## src/mcsr_pkg.sv

```systemverilog
// package for the monitor configuration and first limit status registers
// assumes an apb slave with 32-bit data; printed offsets are register indices
package mcsr_pkg;
   localparam logic [7:0] MCSR_IDX_CFG     = 8'h40;
   localparam logic [7:0] MCSR_IDX_STAT    = 8'h41;
   localparam logic [9:0] MCSR_ADDR_CFG    = {MCSR_IDX_CFG, 2'b00};
   localparam logic [9:0] MCSR_ADDR_STAT   = {MCSR_IDX_STAT, 2'b00};
   localparam logic [7:0] MCSR_CFG_RST     = 8'h00;
   localparam logic [7:0] MCSR_STAT_RST    = 8'h00;
   localparam int         MCSR_B_RUN       = 0;
   localparam int         MCSR_B_LOCK      = 1;
   localparam int         MCSR_B_RDY       = 2;
   localparam int         MCSR_B_MAX       = 3;
   localparam int         MCSR_B_SKIP      = 5;
   localparam int         MCSR_B_TOOFF     = 6;
   localparam int         MCSR_B_SCALE     = 7;
   localparam int         MCSR_S_LOW_RAIL  = 0;
   localparam int         MCSR_S_SUPPLY    = 2;
   localparam int         MCSR_S_REM1      = 4;
   localparam int         MCSR_S_LOCAL     = 5;
   localparam int         MCSR_S_REM2      = 6;
   localparam int         MCSR_S_SUMMARY   = 7;
   // open-write bits of the configuration register (lock written apart; ready, reserved excluded)
   localparam logic [7:0] MCSR_CFG_WMASK   = 8'he9;
   localparam int         MCSR_NCH         = 5;
   localparam int         MCSR_CLK_HZ      = 20000000;
   localparam int         MCSR_READY_US    = 100;
   localparam int         MCSR_READY_CYC   = (MCSR_READY_US * (MCSR_CLK_HZ / 1000000));

   typedef struct packed {
      logic [7:0] value;
      logic [7:0] low_lim;
      logic [7:0] high_lim;
   } mcsr_chan_t;

   typedef struct packed {
      logic monitor_run;
      logic all_fans_max;
      logic spinup_skip;
      logic bus_timeout_off;
      logic supply_5v;
      logic locked;
   } mcsr_ctrl_t;
endpackage : mcsr_pkg

```

## src/mcsr_regs.sv

```systemverilog
// configuration and first limit status registers of the thermal/fan monitor
// assumes apb master on the same clock; channel values and limits arrive synchronous
`timescale 1ns/1ps
module mcsr_regs #(
   parameter int READY_CYC = mcsr_pkg::MCSR_READY_CYC
) (
   input  wire logic                                         clock,
   input  wire logic                                         rst,
   input  wire logic                                         psel,
   input  wire logic                                         penable,
   input  wire logic                                         pwrite,
   input  wire logic [9:0]                                   paddr,
   input  wire logic [31:0]                                  pwdata,
   input  wire logic [3:0]                                   pstrb,
   output logic      [31:0]                                  prdata,
   output logic                                              pready,
   output logic                                              pslverr,
   input  wire logic                                         cycle_done,
   input  wire mcsr_pkg::mcsr_chan_t [mcsr_pkg::MCSR_NCH-1:0] chan,
   input  wire logic [7:0]                                   second_status,
   output mcsr_pkg::mcsr_ctrl_t                              ctrl,
   output logic                                              device_ready
);
   initial begin
      if (READY_CYC < 1) $error("READY_CYC must be at least one");
   end

   logic [7:0]  cfg_r;
   logic [7:0]  stat_r;
   logic [31:0] rcnt_r;
   logic        rdy_r;
   logic [6:0]  viol;
   logic        acc;
   logic        hit_cfg;
   logic        hit_stat;
   logic        wr_cfg;
   logic        rd_stat;
   logic [7:0]  cfg_nxt;
   logic [7:0]  stat_nxt;
   logic [7:0]  stat_view;

   assign acc      = psel && penable;
   assign hit_cfg  = (paddr == mcsr_pkg::MCSR_ADDR_CFG);
   assign hit_stat = (paddr == mcsr_pkg::MCSR_ADDR_STAT);
   assign wr_cfg   = acc && pwrite && hit_cfg && pstrb[0];
   assign rd_stat  = acc && !pwrite && hit_stat;
   // zero-wait slave; unmapped addresses answer with an error
   assign pready   = 1'b1;
   assign pslverr  = acc && !(hit_cfg || hit_stat);

   // per-channel comparisons; channels 0..4 map to status bits 0,2,4,5,6
   genvar g;
   generate
      for (g = 0; g < mcsr_pkg::MCSR_NCH; g++) begin : g_cmp
         assign viol[g] = (chan[g].value > chan[g].high_lim) || (chan[g].value <= chan[g].low_lim);
      end
   endgenerate
   assign viol[6:5] = 2'b00;

   // power-up settle counter; no real analog ready indication exists here
   always_ff @(posedge clock or posedge rst) begin
      if (rst) begin
         rcnt_r <= '0;
         rdy_r  <= 1'b0;
      end else if (!rdy_r) begin
         rcnt_r <= rcnt_r + 32'h00000001;
         if (rcnt_r == 32'(READY_CYC - 1)) rdy_r <= 1'b1;
      end
   end

   always_comb begin
      cfg_nxt = cfg_r;
      if (cfg_r[mcsr_pkg::MCSR_B_LOCK]) begin
         // locked: only the full-speed bit may change
         cfg_nxt[mcsr_pkg::MCSR_B_MAX] = pwdata[mcsr_pkg::MCSR_B_MAX];
      end else begin
         cfg_nxt = (cfg_r & ~mcsr_pkg::MCSR_CFG_WMASK) | (pwdata[7:0] & mcsr_pkg::MCSR_CFG_WMASK);
         cfg_nxt[mcsr_pkg::MCSR_B_LOCK] = pwdata[mcsr_pkg::MCSR_B_LOCK];
      end
      cfg_nxt[mcsr_pkg::MCSR_B_RDY] = 1'b0;
      cfg_nxt[4] = 1'b0;
   end

   always_ff @(posedge clock or posedge rst) begin
      if (rst) cfg_r <= mcsr_pkg::MCSR_CFG_RST;
      else if (wr_cfg) cfg_r <= cfg_nxt;
   end

   // while running, a read clears only bits whose condition has gone; a new hit on the same edge wins
   always_comb begin
      stat_nxt = stat_r;
      if (rd_stat) stat_nxt = stat_r & {1'b0, viol[4], viol[3], viol[2], 1'b0, viol[1], 1'b0, viol[0]};
      if (cycle_done) begin
         stat_nxt[mcsr_pkg::MCSR_S_LOW_RAIL] = stat_nxt[mcsr_pkg::MCSR_S_LOW_RAIL] | viol[0];
         stat_nxt[mcsr_pkg::MCSR_S_SUPPLY]   = stat_nxt[mcsr_pkg::MCSR_S_SUPPLY] | viol[1];
         stat_nxt[mcsr_pkg::MCSR_S_REM1]     = stat_nxt[mcsr_pkg::MCSR_S_REM1] | viol[2];
         stat_nxt[mcsr_pkg::MCSR_S_LOCAL]    = stat_nxt[mcsr_pkg::MCSR_S_LOCAL] | viol[3];
         stat_nxt[mcsr_pkg::MCSR_S_REM2]     = stat_nxt[mcsr_pkg::MCSR_S_REM2] | viol[4];
      end
      stat_nxt[1] = 1'b0;
      stat_nxt[3] = 1'b0;
      stat_nxt[mcsr_pkg::MCSR_S_SUMMARY] = 1'b0;
   end

   always_ff @(posedge clock or posedge rst) begin
      if (rst) stat_r <= mcsr_pkg::MCSR_STAT_RST;
      else if (!cfg_r[mcsr_pkg::MCSR_B_RUN]) stat_r <= stat_r & ~{8{rd_stat}};
      else stat_r <= stat_nxt;
   end

   assign stat_view = {|second_status, stat_r[6:0]};

   always_ff @(posedge clock or posedge rst) begin
      if (rst) prdata <= '0;
      else if (psel && !penable && !pwrite) begin
         if (paddr == mcsr_pkg::MCSR_ADDR_CFG) prdata <= {24'h000000, cfg_r[7:3], rdy_r, cfg_r[1:0]};
         else if (paddr == mcsr_pkg::MCSR_ADDR_STAT) prdata <= {24'h000000, stat_view};
         else prdata <= '0;
      end
   end

   // limit registers live outside and are never frozen by the lock
   always_comb begin
      ctrl.monitor_run     = cfg_r[mcsr_pkg::MCSR_B_RUN];
      ctrl.all_fans_max    = cfg_r[mcsr_pkg::MCSR_B_MAX];
      ctrl.spinup_skip     = cfg_r[mcsr_pkg::MCSR_B_SKIP];
      ctrl.bus_timeout_off = cfg_r[mcsr_pkg::MCSR_B_TOOFF];
      ctrl.supply_5v       = cfg_r[mcsr_pkg::MCSR_B_SCALE];
      ctrl.locked          = cfg_r[mcsr_pkg::MCSR_B_LOCK];
   end
   assign device_ready = rdy_r;
endmodule : mcsr_regs

```

## config.mk

```make
export PLATFORM = sky130hd
export DESIGN_NAME = mcsr_regs
export DESIGN_NICKNAME = d
export VERILOG_FILES = /design/src/mcsr_pkg.sv /design/src/mcsr_regs.sv
export SDC_FILE = /design/constraint.sdc
export NUM_CORES = 1
export LEC_CHECK = 0
export BUFFER_PORTS_ARGS = -buffer_cell sky130_fd_sc_hd__buf_4
export CAP_MARGIN = 5
export CORE_MARGIN = 2
export CORE_UTILIZATION = 48
export CTS_BUF_LIST = sky130_fd_sc_hd__clkbuf_8
export DETAILED_ROUTE_END_ITERATION = 8
export GPL_TIMING_DRIVEN = 0
export PLACE_DENSITY = 0.82
export SLEW_MARGIN = 40
export SYNTH_ARGS = -nofsm -noshare
export SYNTH_HDL_FRONTEND = slang
export SYNTH_SLANG_ARGS = --single-unit
```

## constraint.sdc

```tcl
create_clock -name clock -period 4.45 [get_ports clock]
set_clock_uncertainty 0.1 [all_clocks]
set_input_delay 0.2225 -clock clock [delete_from_list [all_inputs] [get_ports clock]]
set_output_delay 0.2225 -clock clock [all_outputs]
set_load 0.01 [all_outputs]
```

==> Implementation_results.wiki, run 1 <==
{| class="wikitable"
! Metric !! Value
|-
| Most frequent cells after synthesis || sky130_fd_sc_hd__inv_1 (86), sky130_fd_sc_hd__ha_1 (81), sky130_fd_sc_hd__dfrtp_1 (54)
|-
| Sequential standard cell area || 1350 µm²
|-
| Number of DRC violations after detailed routing || 0
|-
| Worst-case vdd ir drop || 0.124 mV
|-
| Estimated wirelength of the detail-placed design || 10100 µm
|-
| Maximum count of clock buffers along a single path || 2
|-
| Net switching power || 306 µW
|-
| Sequential share of the synthesized area || 28.9%
|-
| Total Nets Final || 981
|-
| Seq cells post-synth || 54
|-
| Diodes inserted || 0
|-
| Die Area || 10600 µm²
|-
| Post-synthesis instance area || 4680 µm²
|-
| Most used flip-flop cell after synthesis || sky130_fd_sc_hd__dfrtp_1
|-
| Worst slack, placed || 2300 ps
|-
| Chip height || 103 µm
|-
| # rows || 36
|-
| Source of the critical timing path || rcnt_r[0]
|-
| Count of nets left with antenna violations after detail routing || 0
|-
| Tightest slew margin relative to the limit || 59.3%
|-
| Combinational power share || 29.3%
|-
| Total negative slack for setup checks || 0 ps
|-
| Average size of a mapped cell || 8.95 µm²
|-
| Arrival time worst endpoint || 2290 ps
|-
| Number of detailed-route iterations in the first pass || 4
|-
| Worst Reg2Reg Path Length in Cells || 6
|-
| Hold violation total from the final report || 0
|-
| I/O Buffers || 165
|-
| Initial core utilization || 48.6%
|-
| Placeable Area || 9640 µm²
|-
| Clock group share of total power || 26.8%
|-
| Total instance count after detailed placement || 845
|-
| Total number of vias || 4355
|-
| Switching share of total power || 27.4%
|-
| Multi-input gate area || 2890 µm²
|-
| Cell type with the largest total area after synthesis || sky130_fd_sc_hd__dfrtp_1
|-
| Maximum number of pins on one net before global-route repair || 39
|-
| Number of antenna violations at the first check in global routing || 0
|-
| Static leakage power || 0.00345 µW
|-
| Clock buffers created by TritonCTS || 5
|-
| Area share of the largest cell type after synthesis || 28.9%
|-
| Endpoint type of the worst setup path || flop
|-
| Remaining global-route overflow || 0
|-
| Reg-to-reg startpoint || rcnt_r[0]
|-
| Total power of the final layout || 1120 µW
|-
| Via count of the first global-routing pass || 4524
|-
| Root buffer cell || sky130_fd_sc_hd__clkbuf_8
|-
| Hold_sp || pwdata[1]
|-
| Clk_lat worst skew || 300 ps
|-
| Category of the most critical setup path || reg2reg
|-
| Clock transition at the registers of the reported paths || 100 ps
|-
| Starting DRC count in detailed routing || 153
|-
| Number of clock sinks || 54
|-
| Clock tree from TritonCTS || done
|-
| Number of warning messages in the yosys log || 0
|-
| Post-route fraction of the period consumed by the critical path || 49.2%
|-
| Number of instances in the synthesized netlist || 523
|-
| Launching element type of the critical path || flop
|-
| Slew Viols, Final || 0
|-
| Vias per Instance || 5.10
|-
| Number of top-level pins || 221
|-
| Time the final worst path needs with I/O delays and setup || 2190 ps
|-
| Most used routing layer in global routing || met2
|-
| Hold crit path type || in2reg
|-
| Power density relative to cell area || 177 nW/µm²
|-
| Number of enable-type register cells in the synthesized netlist || 0
|-
| Maximum achievable frequency || 0.456 GHz
|-
| Final worst-path setup slack || 2260 ps
|-
| Met1 layer usage reported by global route || 25.3%
|-
| Total setup buffers inserted after CTS || 0
|-
| WL per Instance || 13.8 µm
|-
| Number of H-tree levels || 2
|-
| Sequential group share of total power || 43.9%
|-
| Placed instance area || 6200 µm²
|-
| Most frequently used cell type in the post-synthesis netlist || sky130_fd_sc_hd__inv_1
|-
| Non-filler instance count after layout || 854
|-
| Distinct cells, synth || 48
|-
| Routability congestion estimate || 0.872
|-
| Wire length of the first global-routing pass || 19200 µm
|-
| Met3 usage in global routing || 4.27%
|-
| Max Fanout on Critical Path || 8
|-
| Gr usage total || 22.7%
|-
| Routed Wire Length || 11800 µm
|-
| Grt met2 use || 43.4%
|-
| Largest cells by area after synthesis || sky130_fd_sc_hd__dfrtp_1 (29%), sky130_fd_sc_hd__ha_1 (22%), sky130_fd_sc_hd__inv_1 (6.9%)
|-
| Max capacitance violation total || 0
|-
| Data required time at the worst endpoint || 4540 ps
|-
| Post-synth ARST share || 100%
|-
| Layout fillers || 811
|-
| Die Width || 103 µm
|-
| Post-route cell area || 6310 µm²
|-
| Share of cells above drive strength 1 || 30.5%
|-
| Finish-stage setup viols || 0
|-
| Number of gates given a new drive strength after cts || 0
|-
| Hold-fix buffers, CTS || 1
|-
| Status || finished, final reports clean
|-
| Synth-to-layout area growth || 34.8%
|-
| Transition time of the tightest slew-check pin || 607 ps
|-
| RSZ-0062 raised after global routing || false
|-
| Internal power || 813 µW
|-
| Hold depth || 2
|}
registers in the layout (all words and copies together), names as in the netlist:
name and cells:
cfg_r 6, rcnt_r 32, prdata 8, device_ready 1, stat_r 7
cells in the final DEF (no fill, tap or decap), types with 2 or more instances in the layout:
cell / n
sky130_fd_sc_hd__mux2i_1: 6
sky130_fd_sc_hd__o32ai_1: 5
sky130_fd_sc_hd__buf_2: 3
sky130_fd_sc_hd__and3_1: 3
sky130_fd_sc_hd__and2_1: 2
sky130_fd_sc_hd__dfrtp_1: 54
sky130_fd_sc_hd__a211oi_1: 10
sky130_fd_sc_hd__ha_1: 81
sky130_fd_sc_hd__nand4_1: 29
sky130_fd_sc_hd__o21a_1: 5
sky130_fd_sc_hd__inv_1: 85
sky130_fd_sc_hd__mux2_4: 4
sky130_fd_sc_hd__nor3_2: 2
sky130_fd_sc_hd__nor2b_1: 12
sky130_fd_sc_hd__a21o_1: 6
sky130_fd_sc_hd__clkbuf_8: 7
sky130_fd_sc_hd__nor2_1: 15
sky130_fd_sc_hd__nor3_1: 3
sky130_fd_sc_hd__nor4_1: 6
sky130_fd_sc_hd__nor3b_1: 2
sky130_fd_sc_hd__o21ai_0: 18
sky130_fd_sc_hd__buf_4: 190
sky130_fd_sc_hd__o211ai_1: 10
sky130_fd_sc_hd__nand2_1: 29
sky130_fd_sc_hd__nand3_1: 19
sky130_fd_sc_hd__xnor2_1: 26
sky130_fd_sc_hd__nand2b_1: 5
sky130_fd_sc_hd__a21oi_1: 30
sky130_fd_sc_hd__conb_1: 25
sky130_fd_sc_hd__xor2_1: 5
sky130_fd_sc_hd__mux2_2: 2
critical path, stage by stage, from the launching register on:
cell                      delay [ps]
sky130_fd_sc_hd__dfrtp_1         400
sky130_fd_sc_hd__ha_1            200
sky130_fd_sc_hd__nor2b_1         320
sky130_fd_sc_hd__nand4_1         210
sky130_fd_sc_hd__nor3_2          510
sky130_fd_sc_hd__nand3_1         190
sky130_fd_sc_hd__xnor2_1         170
path summary, 6_finish.rpt:
path                            slack [ps]    endpoint
worst max-delay path                  2260  rcnt_r[28]
worst min-delay path                    10    cfg_r[1]
worst max register to register        2260  rcnt_r[28]
worst min register to register         390  rcnt_r[27]
max in group asynchronous             3480   rcnt_r[5]
min in group asynchronous              300  rcnt_r[10]
layout make-up:
type	instances	share of cell area, %
Multi-Input combinational cell	377	45.8
Tap cell	133	2.64
Buffer	29	3.27
Inverter	86	5.15
Sequential cell	54	21.4
Clock buffer	7	1.53
Timing Repair Buffer	167	20.1
Clock inverter	1	0.139
power by group through the flow:
| stage | clock network [µW] | logic, µW | registers [µW] |
|---|---|---|---|
| 2_1_floorplan | 0 | 170 | 501 |
| 3_3_place_gp | 0 | 306 | 501 |
| 3_5_place_dp | 0 | 325 | 501 |
| 4_1_cts | 304 | 327 | 491 |
| 5_1_grt | 323 | 371 | 492 |
| 6_report | 300 | 328 | 491 |
kinds of logic (layout without fill, tap and decap cells):
logic type,after synthesis,count (layout),synth area share [%]
buf+inv,115,290,11.3
fa+ha+maj,81,81,21.6
xor+xnor,31,31,5.80
simple gates,141,141,17.7
flops,54,54,28.9
mux,12,12,3.05
compound gates,87,87,11.5
other cells,2,25,0.160
metrics by stage:
step                hold slack [ps]  utilization (%)
floorplan                       239                -
global placement                327             64.0
detailed placement             69.6             64.3
CTS                            12.7             65.5
global route                   7.53             65.5
finish                         13.0             65.5
per-layer routing:
layer | vias up | share of wire (%) | wire length, µm
met1 | 2030 | 39 | 4570
met5 | - | 0 | 0
met3 | 29 | 5.0 | 588
met2 | 130 | 54 | 6380
li1 | 2166 | - | -
met4 | 0 | 2.3 | 275
Power figures use the tool's default switching activity.
==> inputs of run 2 (changes only) <==
--- a/config.mk
+++ b/config.mk
@@ -8,11 +8,11 @@
 export BUFFER_PORTS_ARGS = -buffer_cell sky130_fd_sc_hd__buf_4
 export CAP_MARGIN = 5
 export CORE_MARGIN = 2
-export CORE_UTILIZATION = 48
+export CORE_UTILIZATION = 44
 export CTS_BUF_LIST = sky130_fd_sc_hd__clkbuf_8
 export DETAILED_ROUTE_END_ITERATION = 8
 export GPL_TIMING_DRIVEN = 0
-export PLACE_DENSITY = 0.82
+export PLACE_DENSITY = 0.79
 export SLEW_MARGIN = 40
 export SYNTH_ARGS = -nofsm -noshare
 export SYNTH_HDL_FRONTEND = slang
==> constraint.sdc (replaced) <==
create_clock -name clock -period 1.9 [get_ports clock]
set_clock_uncertainty 0.1 [all_clocks]
set_input_delay 0.095 -clock clock [delete_from_list [all_inputs] [get_ports clock]]
set_output_delay 0.095 -clock clock [all_outputs]
set_load 0.01 [all_outputs]
==> run 2 against run 1 <==
Against the previous run:
- die area grew 8.7%
- non-clock buffer count grew 11
- clock power grew 100%
- via count grew 2.3%
- critical path type unchanged
==> Implementation_results.wiki, run 2 (synthesis results as in run 1) <==
{| class="wikitable"
! Metric !! Value
|-
| Status || finished, final reports clean
|-
| Starting DRC count in detailed routing || 138
|-
| Max capacitance violation total || 0
|-
| Non-filler instance count after layout || 867
|-
| Power density relative to cell area || 395 nW/µm²
|-
| Gr usage total || 21.7%
|-
| Routed Wire Length || 12100 µm
|-
| Initial core utilization || 45.4%
|-
| Number of detailed-route iterations in the first pass || 4
|-
| Clock tree from TritonCTS || done
|-
| Source of the critical timing path || device_ready
|-
| Root buffer cell || sky130_fd_sc_hd__clkbuf_8
|-
| Total power of the final layout || 2540 µW
|-
| Data required time at the worst endpoint || 2000 ps
|-
| Slew Viols, Final || 0
|-
| Commonest non-fill, non-tap cell in the layout || sky130_fd_sc_hd__buf_4
|-
| Synth-to-layout area growth || 37.5%
|-
| Leading registers by flop count || rcnt_r x32, prdata x8, stat_r x7
|-
| Critical path, cell by cell || and4b_1 -> buf_2 -> nand3_2 -> nor3_4 -> buf_12 -> nand4_1 -> xnor2_1
|-
| Flip-flop count of the largest register, all copies and words added || 32
|-
| Total Nets Final || 992
|-
| Number of top-level pins || 221
|-
| Die Area || 11500 µm²
|-
| Number of clock sinks || 54
|-
| Estimated wirelength of the detail-placed design || 10300 µm
|-
| Final worst-path setup slack || 106 ps
|-
| Die Width || 107 µm
|-
| Number of logic stages on the critical path including buffering || 7
|-
| Register ranked first by flip-flop count || rcnt_r
|-
| Clk_lat worst skew || 310 ps
|-
| Highest-count cells in the layout ignoring fill and taps || sky130_fd_sc_hd__buf_4 (193), sky130_fd_sc_hd__inv_1 (85), sky130_fd_sc_hd__ha_1 (81)
|-
| Clock buffers created by TritonCTS || 5
|-
| Finish-stage setup viols || 0
|-
| Maximum achievable frequency || 0.557 GHz
|-
| Number of buffer and inverter instances along the worst setup path || 2
|-
| Arrival time worst endpoint || 1890 ps
|-
| Placed instance area || 6200 µm²
|-
| Placeable Area || 10300 µm²
|-
| Total number of vias || 4455
|-
| Remaining global-route overflow || 0
|-
| Routability congestion estimate || 0.851
|-
| Worst slack, placed || -198 ps
|-
| Chip height || 107 µm
|-
| Maximum count of clock buffers along a single path || 2
|-
| Reg-to-reg startpoint || device_ready
|-
| Cell at the slowest stage of the critical path || sky130_fd_sc_hd__dfrtp_2
|-
| Clock transition at the registers of the reported paths || 90 ps
|-
| # rows || 37
|-
| Number of H-tree levels || 2
|-
| I/O Buffers || 165
|-
| Setup crit end || rcnt_r[19]
|-
| Static leakage power || 0.00353 µW
|-
| Total instance count after detailed placement || 848
|-
| Via count of the first global-routing pass || 4660
|-
| Number of DRC violations after detailed routing || 0
|-
| Post-route cell area || 6440 µm²
|-
| Capture point of the worst reg-to-reg path || rcnt_r[19]
|-
| Register-to-register setup slack || 110 ps
|-
| Endpoint type of the worst setup path || flop
|-
| Vias per Instance || 5.14
|-
| Count of nets left with antenna violations after detail routing || 0
|-
| Diodes inserted || 0
|-
| Post-route fraction of the period consumed by the critical path || 94.4%
|-
| Slowest cell delay on critical path || 460 ps
|-
| Launching element type of the critical path || flop
|-
| Tightest slew margin relative to the limit || 61.3%
|-
| Worst Reg2Reg Path Length in Cells || 7
|-
| Time the final worst path needs with I/O delays and setup || 1790 ps
|-
| Wire length of the first global-routing pass || 20100 µm
|-
| Worst-case vdd ir drop || 0.260 mV
|-
| WL per Instance || 14.0 µm
|-
| Hold violation total from the final report || 0
|-
| Share of cells above drive strength 1 || 31.1%
|-
| Max Fanout on Critical Path || 8
|-
| RSZ-0062 raised after global routing || false
|-
| Transition time of the tightest slew-check pin || 576 ps
|-
| Number of antenna violations at the first check in global routing || 0
|-
| Maximum number of pins on one net before global-route repair || 41
|-
| Hold crit path type || in2reg
|-
| Category of the most critical setup path || reg2reg
|-
| Family of cells with the greatest summed delay on the critical path || simple AND/OR/NAND/NOR gates
|}
## run 2: cell count changes in the layout (fill, tap and decap cells not counted), moves of 2 or more
cell                            delta
sky130_fd_sc_hd__buf_12            +2
sky130_fd_sc_hd__buf_4             +3
sky130_fd_sc_hd__clkbuf_8          -2
sky130_fd_sc_hd__clkinv_2          +2
sky130_fd_sc_hd__dlygate4sd3_1     +6
sky130_fd_sc_hd__nor3_2            -2
sky130_fd_sc_hd__nor3_4            +2
## run 2: worst min-delay path, stage by stage
cell and delay [ps]:
sky130_fd_sc_hd__buf_4 110, sky130_fd_sc_hd__nor4_4 70, sky130_fd_sc_hd__nor3b_1 170
## run 2: final cells by class
class,instances,area (µm²)
fill,843,3880
sequential,54,1350
clock buffer,5,68.8
inverter,86,325
timing repair buffer,178,1390
clock inverter,2,10.0
multi-input combinational,377,2910
buffer,29,206
tap,136,170
## run 2: how the worst min path moves through the flow
stage | from | slack, ps | depth (start not counted) | end
after global routing | pwrite | 140 | 4 | stat_r[6]
after floorplan | pwdata[1] | 110 | 1 | cfg_r[1]
after CTS | pwrite | 80 | 3 | stat_r[3]
after global placement | pwdata[1] | 210 | 2 | cfg_r[1]
after detailed placement | rst | -70 | 2 | rcnt_r[14]
final | pwrite | 90 | 3 | stat_r[3]
## run 2: power by group
part	switching, µW	internal, µW	total [µW]
registers	1.23	1150	1150
logic	350	427	778
clock network	364	248	612
## run 2: metrics by stage
step / TNS (ps) / utilization [%] / hold slack, ps
final: 0 / 62.4 / 92.5
after global routing: 0 / 62.4 / 140
after floorplan: 0 / - / 112
after global placement: -14500 / 59.8 / 208
after detailed placement: -2020 / 60.1 / -65.9
after CTS: 0 / 62.0 / 84.7
## run 2: timing repair
action,in CTS,in global routing
hold buffers,7,0
gates resized for setup,2,4
setup buffers,2,3
hold endpoints to repair,60,0
setup endpoints to repair,13,12
pin swaps,2,3
## run 2: per-layer routing
metal / global-route usage (%) / wire [µm]
met5: 0 / 0
met2: 40.6 / 6270
met1: 24.2 / 4810
met3: 3.53 / 634
met4: 8.91 / 386
